### src/shared/pssr_pkg.sv
package pssr_pkg;
   // Register index (address bits 2:0 only)
   localparam logic [2:0] PSSR_ADDR_STATUS = 3'h2;
   localparam logic [2:0] PSSR_ADDR_FAULT = 3'h3;
   localparam logic [2:0] PSSR_ADDR_SHUNT = 3'h4;
   localparam logic [2:0] PSSR_ADDR_OUTV = 3'h5;
   localparam logic [2:0] PSSR_ADDR_AUX = 3'h6;
   localparam int PSSR_ADDR_USED = 3;
   // Status and fault bit positions
   localparam int PSSR_BIT_FET_ON = 7;
   localparam int PSSR_BIT_GPIO = 6;
   localparam int PSSR_BIT_SHORT = 5;
   localparam int PSSR_BIT_BOARD = 4;
   localparam int PSSR_BIT_PBAD = 3;
   localparam int PSSR_BIT_OC = 2;
   localparam int PSSR_BIT_UV = 1;
   localparam int PSSR_BIT_OV = 0;
   localparam logic [7:0] PSSR_FAULT_MASK = 8'h3F;
   // Reset values
   localparam logic [7:0] PSSR_FAULT_RST = 8'h00;
   localparam logic [7:0] PSSR_ADC_RST = 8'h00;
   // ADC channel codes from the conversion engine
   localparam logic [1:0] PSSR_CH_SHUNT = 2'h0;
   localparam logic [1:0] PSSR_CH_OUTV = 2'h1;
   localparam logic [1:0] PSSR_CH_AUX = 2'h2;
endpackage : pssr_pkg

### src/logic/pssr_fault_log.sv
`timescale 1ns/100ps
module pssr_fault_log
   import pssr_pkg::*;
#(
   parameter int WIDTH = 6
) (
   input wire logic clk,
   input wire logic rst_n,
   input wire logic ce,
   input wire logic [WIDTH-1:0] event_set,
   input wire logic wr_en,
   input wire logic [WIDTH-1:0] wr_data,
   output logic [WIDTH-1:0] flags
);
   typedef struct packed {
      logic [WIDTH-1:0] flags;
   } pssr_flog_s;
   pssr_flog_s st_q, st_d;

   if (WIDTH < 1 || WIDTH > 8) begin : g_bad_width
      $error("pssr_fault_log: WIDTH out of range");
   end

   always_comb begin
      st_d = st_q;
      for (int i = 0; i < WIDTH; i++) begin
         if (event_set[i]) begin
            st_d.flags[i] = 1'b1;
         end else if (wr_en && !wr_data[i]) begin
            st_d.flags[i] = 1'b0;
         end
      end
   end

   always_ff @(posedge clk) begin
      if (!rst_n) begin
         st_q <= '{flags: PSSR_FAULT_RST[WIDTH-1:0]};
      end else if (ce) begin
         st_q <= st_d;
      end
   end

   assign flags = st_q.flags;
endmodule : pssr_fault_log

### src/logic/pssr_adc_reg.sv
`timescale 1ns/100ps
module pssr_adc_reg
   import pssr_pkg::*;
#(
   parameter int WIDTH = 8
) (
   input wire logic clk,
   input wire logic rst_n,
   input wire logic ce,
   input wire logic test_mode,
   input wire logic conv_done,
   input wire logic [WIDTH-1:0] conv_data,
   input wire logic wr_en,
   input wire logic [WIDTH-1:0] wr_data,
   output logic [WIDTH-1:0] value
);
   typedef struct packed {
      logic [WIDTH-1:0] value;
   } pssr_adcr_s;
   pssr_adcr_s st_q, st_d;

   if (WIDTH != 8) begin : g_bad_width
      $error("pssr_adc_reg: WIDTH must be 8");
   end

   always_comb begin
      st_d = st_q;
      if (test_mode) begin
         if (wr_en) begin
            st_d.value = wr_data;
         end
      end else if (conv_done) begin
         st_d.value = conv_data;
      end
   end

   always_ff @(posedge clk) begin
      if (!rst_n) begin
         st_q <= '{value: PSSR_ADC_RST[WIDTH-1:0]};
      end else if (ce) begin
         st_q <= st_d;
      end
   end

   assign value = st_q.value;
endmodule : pssr_adc_reg

### src/logic/pssr_status_regs.sv
`timescale 1ns/100ps
// Behaviour
// - Status register at 02h is read only; writes change nothing.
// - Status bit 7 reads 1 while the FET is driven on.
// - Status bit 6 reflects the general purpose pin level.
// - Status bit 5 set while sense exceeds 2mV with FET commanded off.
// - Status bit 4 reads 1 while board presence input is low.
// - Status bit 3 reads 1 while output feedback input is low.
// - Status bit 2 reads 1 during overcurrent cool-down.
// - Status bit 1 reads 1 while low limit comparator is low.
// - Status bit 0 reads 1 while high limit comparator is high.
// - Fault bit 5 latches a detected FET short.
// - Fault bit 4 latches any board presence change.
// - Fault bit 3 latches output feedback going low.
// - Fault bit 2 latches an overcurrent fault.
// - Fault bit 1 latches low limit comparator going low.
// - Fault bit 0 latches high limit going high; bits 7:6 reserved.
// - Shunt result holds 8-bit sense conversion, 300uV per code.
// - Output voltage result holds 8-bit source conversion, 400mV per code.
// - Auxiliary result holds 8-bit aux conversion, 10mV per code.
// - ADC results writable only in test mode; test mode halts conversions.
// - Alert pulled low when a logged fault has its enable set.
// - Only register-address bits 2:0 are decoded.
module pssr_status_regs
   import pssr_pkg::*;
#(
   parameter int DATA_W = 8,
   parameter int ADDR_W = 8
) (
   input wire logic clk,
   input wire logic rst_n,
   input wire logic ce,
   input wire logic [ADDR_W-1:0] reg_addr,
   input wire logic reg_wr,
   input wire logic [DATA_W-1:0] reg_wdata,
   output logic [DATA_W-1:0] reg_rdata,
   output logic reg_hit,
   input wire logic test_mode_control_bit,
   input wire logic [DATA_W-1:0] alert_enable,
   input wire logic fet_gate_on,
   input wire logic fet_on_cmd,
   input wire logic gpio_level,
   input wire logic sense_over_2mv,
   input wire logic board_presence_input,
   input wire logic output_feedback_input,
   input wire logic oc_cooldown,
   input wire logic oc_fault_event,
   input wire logic low_input_limit_comparator,
   input wire logic high_input_limit_comparator,
   input wire logic adc_done,
   input wire logic [1:0] adc_channel,
   input wire logic [DATA_W-1:0] adc_result,
   output logic adc_halt,
   output logic alert_n_oe
);
   typedef struct packed {
      logic [DATA_W-1:0] live_condition_flags;
      logic [DATA_W-1:0] rdata;
      logic hit;
      logic prev_valid;
      logic board_prev;
      logic fb_prev;
      logic uv_prev;
      logic ov_prev;
      logic alert_on;
   } pssr_top_s;
   pssr_top_s st_q, st_d;

   logic [5:0] fault_events;
   logic [5:0] fault_flags;
   logic [DATA_W-1:0] latched_event_log;
   logic [DATA_W-1:0] shunt_voltage_result;
   logic [DATA_W-1:0] output_voltage_result;
   logic [DATA_W-1:0] auxiliary_input_result;
   logic [DATA_W-1:0] live_d;
   logic [2:0] idx;
   logic wr_fault;
   logic short_now;
   localparam int N_ADC = 3;
   localparam logic [1:0] ADC_CH [N_ADC] = '{PSSR_CH_SHUNT, PSSR_CH_OUTV, PSSR_CH_AUX};
   localparam logic [2:0] ADC_ADDR [N_ADC] = '{PSSR_ADDR_SHUNT, PSSR_ADDR_OUTV, PSSR_ADDR_AUX};
   logic [DATA_W-1:0] adc_value [N_ADC];

   if (DATA_W != 8) begin : g_bad_data_w
      $error("pssr_status_regs: DATA_W must be 8");
   end
   if (ADDR_W < PSSR_ADDR_USED) begin : g_bad_addr_w
      $error("pssr_status_regs: ADDR_W too small");
   end

   assign idx = reg_addr[PSSR_ADDR_USED-1:0];
   assign wr_fault = reg_wr && (idx == PSSR_ADDR_FAULT);

   assign short_now = sense_over_2mv && !fet_on_cmd;

   always_comb begin
      live_d = '0;
      live_d[PSSR_BIT_FET_ON] = fet_gate_on;
      live_d[PSSR_BIT_GPIO] = gpio_level;
      live_d[PSSR_BIT_SHORT] = short_now;
      live_d[PSSR_BIT_BOARD] = !board_presence_input;
      live_d[PSSR_BIT_PBAD] = !output_feedback_input;
      live_d[PSSR_BIT_OC] = oc_cooldown;
      live_d[PSSR_BIT_UV] = !low_input_limit_comparator;
      live_d[PSSR_BIT_OV] = high_input_limit_comparator;
   end

   always_comb begin
      fault_events = '0;
      fault_events[PSSR_BIT_SHORT] = short_now;
      fault_events[PSSR_BIT_BOARD] = st_q.prev_valid &&
         (board_presence_input != st_q.board_prev);
      fault_events[PSSR_BIT_PBAD] = st_q.prev_valid && st_q.fb_prev &&
         !output_feedback_input;
      fault_events[PSSR_BIT_OC] = oc_fault_event;
      fault_events[PSSR_BIT_UV] = st_q.prev_valid && st_q.uv_prev &&
         !low_input_limit_comparator;
      fault_events[PSSR_BIT_OV] = st_q.prev_valid && !st_q.ov_prev &&
         high_input_limit_comparator;
   end

   pssr_fault_log #(
      .WIDTH(6)
   ) u_fault (
      .clk(clk),
      .rst_n(rst_n),
      .ce(ce),
      .event_set(fault_events),
      .wr_en(wr_fault),
      .wr_data(reg_wdata[5:0]),
      .flags(fault_flags)
   );
   assign latched_event_log = {2'h0, fault_flags} & PSSR_FAULT_MASK;

   assign adc_halt = test_mode_control_bit;

   for (genvar g = 0; g < N_ADC; g++) begin : g_adc
      pssr_adc_reg #(
         .WIDTH(DATA_W)
      ) u_res (
         .clk(clk),
         .rst_n(rst_n),
         .ce(ce),
         .test_mode(test_mode_control_bit),
         .conv_done(adc_done && (adc_channel == ADC_CH[g])),
         .conv_data(adc_result),
         .wr_en(reg_wr && (idx == ADC_ADDR[g])),
         .wr_data(reg_wdata),
         .value(adc_value[g])
      );
   end
   assign shunt_voltage_result = adc_value[0];
   assign output_voltage_result = adc_value[1];
   assign auxiliary_input_result = adc_value[2];

   always_comb begin
      st_d = st_q;
      st_d.live_condition_flags = live_d;
      st_d.prev_valid = 1'b1;
      st_d.board_prev = board_presence_input;
      st_d.fb_prev = output_feedback_input;
      st_d.uv_prev = low_input_limit_comparator;
      st_d.ov_prev = high_input_limit_comparator;
      st_d.alert_on = |(latched_event_log & alert_enable & PSSR_FAULT_MASK);
      st_d.hit = 1'b1;
      case (idx)
         PSSR_ADDR_STATUS: st_d.rdata = st_q.live_condition_flags;
         PSSR_ADDR_FAULT: st_d.rdata = latched_event_log;
         PSSR_ADDR_SHUNT: st_d.rdata = shunt_voltage_result;
         PSSR_ADDR_OUTV: st_d.rdata = output_voltage_result;
         PSSR_ADDR_AUX: st_d.rdata = auxiliary_input_result;
         default: begin
            // Control and alert registers live elsewhere
            st_d.rdata = '0;
            st_d.hit = 1'b0;
         end
      endcase
   end

   always_ff @(posedge clk) begin
      if (!rst_n) begin
         st_q <= '0;
      end else if (ce) begin
         st_q <= st_d;
      end
   end

   assign reg_rdata = st_q.rdata;
   assign reg_hit = st_q.hit;
   assign alert_n_oe = st_q.alert_on;
endmodule : pssr_status_regs

### config.mk
export PLATFORM = sky130hd
export DESIGN_NAME = pssr_status_regs
export DESIGN_NICKNAME = d
export VERILOG_FILES = /design/src/shared/pssr_pkg.sv /design/src/logic/pssr_fault_log.sv /design/src/logic/pssr_adc_reg.sv /design/src/logic/pssr_status_regs.sv
export SDC_FILE = /design/constraint.sdc
export NUM_CORES = 1
export LEC_CHECK = 0
export BUFFER_PORTS_ARGS = -buffer_cell sky130_fd_sc_hd__buf_2
export CAP_MARGIN = 20
export CORE_ASPECT_RATIO = 0.75
export CORE_MARGIN = 3
export CORE_UTILIZATION = 40
export CTS_CLUSTER_SIZE = 20
export DETAILED_ROUTE_END_ITERATION = 10
export PLACE_DENSITY = 0.7
export SLEW_MARGIN = 10
export SYNTH_ARGS = -nofsm -noshare
export SYNTH_HDL_FRONTEND = slang
export SYNTH_SLANG_ARGS = --single-unit
### constraint.sdc
create_clock -name clk -period 3.26 [get_ports clk]
set_clock_uncertainty 0.15 [all_clocks]
set_input_delay 0 -clock clk [delete_from_list [all_inputs] [get_ports clk]]
set_output_delay 0 -clock clk [all_outputs]
set_load 0.005 [all_outputs]
# Word level (Yosys, flattened, before mapping)
# Index checks and enable logic that the tools add are counted.
word_totals:
  input_bits: 50
  wordCells: 106
  regBits: 53
classes:
  bitwise: 1
  eq_ne: 11
  reduce_logical: 53
  n_mux: 23
ops:
  columns: ["cell", "n"]
  rows:
  - ["8-bit 2-to-1 mux", 9]
  - ["8-bit case mux with 5 select lines", 1]
  - ["1-bit logical AND", 21]
  - ["2-bit nonzero test", 9]
  - ["1-bit 2-to-1 mux", 13]
  - ["2-bit AND reduction", 6]
  - ["1-bit zero test", 11]
  - ["3-bit == test (second input constant)", 3]
  - ["3-bit AND reduction", 3]
  - ["6-bit AND", 1]
  - ["3-bit by 2-bit == test with 1-bit output (second input constant)", 2]
  - ["2-bit by 1-bit != test with 1-bit output (second input constant)", 3]
  - ["6-bit OR reduction", 1]
  - ["5-bit OR reduction", 1]
  - ["2-bit by 1-bit == test with 1-bit output (second input constant)", 1]
  - ["2-bit == test (second input constant)", 1]
  - ["2-bit zero test", 1]
  - ["1-bit != test", 1]

# Logic depth before layout (Yosys ltp)
depth:
  word_depth: 5
  depth_mapped: 6

# By module
# Synthesis repeated with hierarchy kept, for this count alone.
unflattened:
  cells_unflattened: 294
  hier_area_um2: 2854.0
by_module_without_submodules:
  columns: ["mod", "cells_per_inst", "area_per_inst_um2", "instances"]
  rows:
  - ["pssr_status_regs", 155, 1333.8, 1]
  - ["pssr_adc_reg", 38, 414.1, 3]
  - ["pssr_fault_log", 25, 277.8, 1]

# Worst setup path after synthesis
# No wires, ideal clock.
synth_timing:
  path_type: "input-to-reg"
  from: "in test_mode_control_bit"
  to: "reg g_adc[0].u_res.st_q, in the netlist g_adc[0].u_res.value[0]"
  setup_ps: 72
  path_slack_ps: 2063
  path_stages: 4
  t_arrival_ps: 975
  path_cell_list: "buf_6 > nand3b_1 > o32ai_4 > mux2i_1"
synth_via:
  elab_chain_len: 2
  word_cells_on_any_way: 4
  cone_classes: "eq/ne: 1; mux: 1; reduce/logical: 2"
synth_lines:
  columns: ["item", "line", "rtl"]
  rows:
  - ["from (decl)", "pssr_status_regs.sv:38", "input wire logic test_mode_control_bit,"]
  - ["2-bit by 1-bit != test with 1-bit output (no line) or 2-bit nonzero test (tied branches)", null, null]
  - ["3-bit AND reduction (no line)", null, null]
  - ["to (signal assigned)", "pssr_adc_reg.sv:39", "st_q <= '{value: PSSR_ADC_RST[WIDTH-1:0]};"]
  - ["to (signal assigned)", "pssr_adc_reg.sv:41", "st_q <= st_d;"]
  - ["to (decl)", "pssr_adc_reg.sv:20", "pssr_adcr_s st_q, st_d;"]
# Parallel ways exist; a longest one is shown, timed or not.
# A chain may end at the register's enable or synchronous reset.

# Worst setup path in the final report
layout_timing:
  from: "in reg_addr[2]"
  to: "reg u_fault.st_q, in the netlist u_fault.flags[2]"
layout_via:
  elab_chain_len: 5
layout_lines:
  columns: ["item", "line", "rtl"]
  rows:
  - ["from (decl)", "pssr_status_regs.sv:33", "input wire logic [ADDR_W-1:0] reg_addr,"]
  - ["3-bit by 2-bit == test with 1-bit output", "pssr_status_regs.sv:92", "assign wr_fault = reg_wr && (idx == PSSR_ADDR_FAULT);"]
  - ["1-bit logical AND", "pssr_status_regs.sv:92", null]
  - ["1-bit logical AND", "pssr_fault_log.sv:29", "end else if (wr_en && !wr_data[i]) begin"]
  - ["2-bit nonzero test (no line)", null, null]
  - ["2-bit AND reduction (no line)", null, null]
  - ["to (signal assigned)", "pssr_fault_log.sv:37", "st_q <= '{flags: PSSR_FAULT_RST[WIDTH-1:0]};"]
  - ["to (signal assigned)", "pssr_fault_log.sv:39", "st_q <= st_d;"]
  - ["to (decl)", "pssr_fault_log.sv:18", "pssr_flog_s st_q, st_d;"]
# No other way between the ends.

==> qor.csv <==
stage,metric,value,unit
power,Worst VDD drop,218,uV
place,post-DP HPWL,4270,microns
layout,"commonest cells after routing, fill and taps aside","buf_2, dfxtp_1, nand2_1",
logic_synthesis,Ys Warns,0,
grt,GRT Total Usage,18.2,%
place,GP Congestion,0.769,
clocking,CTS tree,built,
timing,max frequency,0.437,GHz
grt,initial antenna violation count,0,
power,switching share of power,25.6,%
layout,fillers,599,
grt,first-pass GRT wire length,10500,microns
logic_synthesis,Mapped Cells,264,
floorplan,chip width,97.6,microns
clocking,clk buf depth,2,
detailed_routing,WL met2,2600,microns
floorplan,I/O pins,61,
worst_setup_path,CP Class,in -> reg,
worst_setup_path,WP data required,3.30,ns
clocking,H-tree depth,2,
worst_setup_path,CP max FO,15,
layout,fraction of layout cells with a size suffix above 1,23.4,%
detailed_routing,routed len/inst,15.8,microns
timing,RSZ-0062 raised after global routing,false,
logic_synthesis,Synth Area in Compound Gates,21.9,%
layout,"most common cell after layout, fill and taps aside",buf_2,
logic_synthesis,sequential area share after synthesis,41.3,%
floorplan,Rows,24,
logic_synthesis,main combinational cell family by area after synthesis,compound AO/OA/AOI/OAI gates,
logic_synthesis,Yosys cell types,36,
timing,setup violators final,0,
place,input/output buffers,53,
logic_synthesis,Mapped Area,0.00252,sq mm
logic_synthesis,Synth Area in Adders,0,%
logic_synthesis,synthesized net count,314,
grt,pin count of the biggest net entering global routing,62,
worst_setup_path,CP Launch Type,input pin,
outcome,status,"complete, no violations",
logic_synthesis,synth top area cells,"dfxtp_1, mux2i_1, o21ai_0",
timing,Final WS setup,0.974,ns
floorplan,Core ar.,0.00595,sq mm
floorplan,full die area,0.00729,sq mm
detailed_routing,WL met3,453,microns
logic_synthesis,synthesized area per cell,9.54,sq um
detailed_routing,First DRT Iteration DRCs,99,
logic_synthesis,"Primary FF master, synth",dfxtp_1,
power,Leakage,0.00122,uW
layout,area grow syn2layout,19.9,%
layout,Final Non-Filler Cells,398,
grt,GRT overflow,0,
worst_setup_path,Worst EP arrival,2.33,ns
grt,vias in the first global route,2102,
floorplan,Die Span Y,74.7,microns
power,Switch Pwr,304,uW
detailed_routing,vias,2140,
detailed_routing,wl on met1,3200,microns
hold_path,Worst Hold Class,in -> reg,
logic_synthesis,asr flop ratio synth,0,%
timing,Rel. slew slack,37.0,%
clocking,worst skew pair latency,0.30,ns
clocking,clock root cell,clkbuf_8,
layout,final core occ,50.8,%
detailed_routing,Antenna Violating Nets Remaining,0,
detailed_routing,Routed Wire Length,6300,microns
power,Int Pwr,885,uW
logic_synthesis,Post-Synth Simple-Gate Area,16.4,%
power,Comb pwr share,14.3,%
timing,Period minus WS final,2.29,ns
timing,worst-margin pin slew,0.944,ns
power,PwrDens,394,mW/mm^2
place,post-place setup slack,1.29,ns
clocking,Clock Sinks,52,
clocking,Num CTS Buffers,5,
worst_setup_path,element type at the critical path end,flip-flop,
power,clock power share,29.2,%
layout,ant diodes,0,
power,Reg power frac,56.5,%
layout,Final Net Count,370,
detailed_routing,Via density,5.38,
clocking,Clock transition at path regs,0.09,ns
timing,final period utilization,70.1,%
floorplan,Initial Util,42.4,%
place,Cells after DPL,371,
timing,max-slew violation count,0,
job,max-cap viol count,0,
timing,Final Hold Fails,0,
detailed_routing,first drt pass iteration count,4,
logic_synthesis,area share of the largest cell type after synthesis,41.3,%
logic_synthesis,most area-hungry cell type in the Yosys netlist,dfxtp_1,
timing,final setup TNS,0,ns
logic_synthesis,number of flops mapped to enable cells by yosys,0,
logic_synthesis,area share of xor/xnor cells in the synthesized design,0.348,%
timing,Hold WS,0.0105,ns
clocking,post_cts resized,0,
detailed_routing,DRC,0,
logic_synthesis,mux cell area share after synthesis,13.5,%
logic_synthesis,"FF+latch count, synth",52,
detailed_routing,top sig layer,met4,
## metal layers
| layer | vias to the layer above | track usage [%] |
|---|---|---|
| met1 | 998 | 27.0 |
| li1 | 1061 | - |
| met2 | 77 | 26.7 |
| met5 | - | 0 |
| met3 | 4 | 3.98 |
| met4 | 0 | 5.07 |
## worst max-delay path: stages
cell and delay (ns):
dlygate4sd3_1 0.53, buf_2 0.16, nor2b_1 0.11, buf_4 0.23, nand4_1 0.33, a211oi_1 0.32, nor3b_1 0.08, dlygate4sd3_1 0.55
## synthesized netlist by cell type (2+ instances only)
cell type,count
a221oi_1,7
inv_1,2
o21a_1,3
dfxtp_1,52
a22oi_1,15
a22o_1,5
clkbuf_1,8
buf_2,6
a21boi_0,4
o21ai_0,24
a32oi_4,2
mux2i_1,25
nand3_1,9
nor2_1,8
and2_1,3
mux2_2,8
buf_4,11
a211oi_1,7
a21oi_1,2
and2b_1,5
nand2_1,26
nor2b_1,14
nand3b_1,3
nand4b_1,3
## flip-flops by register name (all words and copies together) (netlist names)
name / count
reg_rdata: 8
g_adc.u_res.value: 24
st_q: 12
reg_hit: 1
alert_n_oe: 1
u_fault.flags: 6
## power by group through the flow
stage,clock [uW],sequential (uW),combinational [uW]
after floorplan,0,681,101
after global placement,0,686,150
after detailed placement,0,687,152
after CTS,357,672,170
after global routing,377,675,188
final,347,672,170
## kinds of logic (layout without fill, tap and decap cells)
group	count (synthesis)	in the layout
multiplexers	33	33
AND/OR/NAND/NOR	77	77
XOR/XNOR	1	1
AO/OA/AOI/OAI	72	72
flip-flops	52	52
buffers and inverters	29	85
## what timing repair did
action	4_1_cts	5_1_grt
endpoints found under the hold margin	20	0
setup buffers	0	0
hold buffers	20	0
## cell type report
type,count,area (sq um),share of cell area [%]
multi-input cells,183,1310,43.5
well taps,78,97.6,3.23
inverters,3,11.3,0.373
clock inverters,1,5.00,0.166
repair buffers,75,480,15.9
clock buffers,6,72.6,2.40
flip-flops and latches,52,1040,34.5
## metrics by stage
| step | power [uW] | instance area [sq um] |
|---|---|---|
| floorplan | 782 | 2520 |
| global placement | 836 | 2740 |
| detailed placement | 838 | 2740 |
| CTS | 1200 | 3020 |
| global route | 1240 | 3020 |
| finish | 1190 | 3020 |
## worst paths after layout
path,start,to,slack (ns),cells past startpoint
hold reg to reg,g_adc[0].u_res.value[0],g_adc[0].u_res.value[0],0.31,2
hold / removal,reg_wdata[6],g_adc[2].u_res.value[6],0.01,4
setup reg to reg,u_fault.flags[1],alert_n_oe,1.18,4
setup / recovery,reg_addr[2],u_fault.flags[2],0.97,8
No activity file was read; power rests on OpenSTA's default activity.
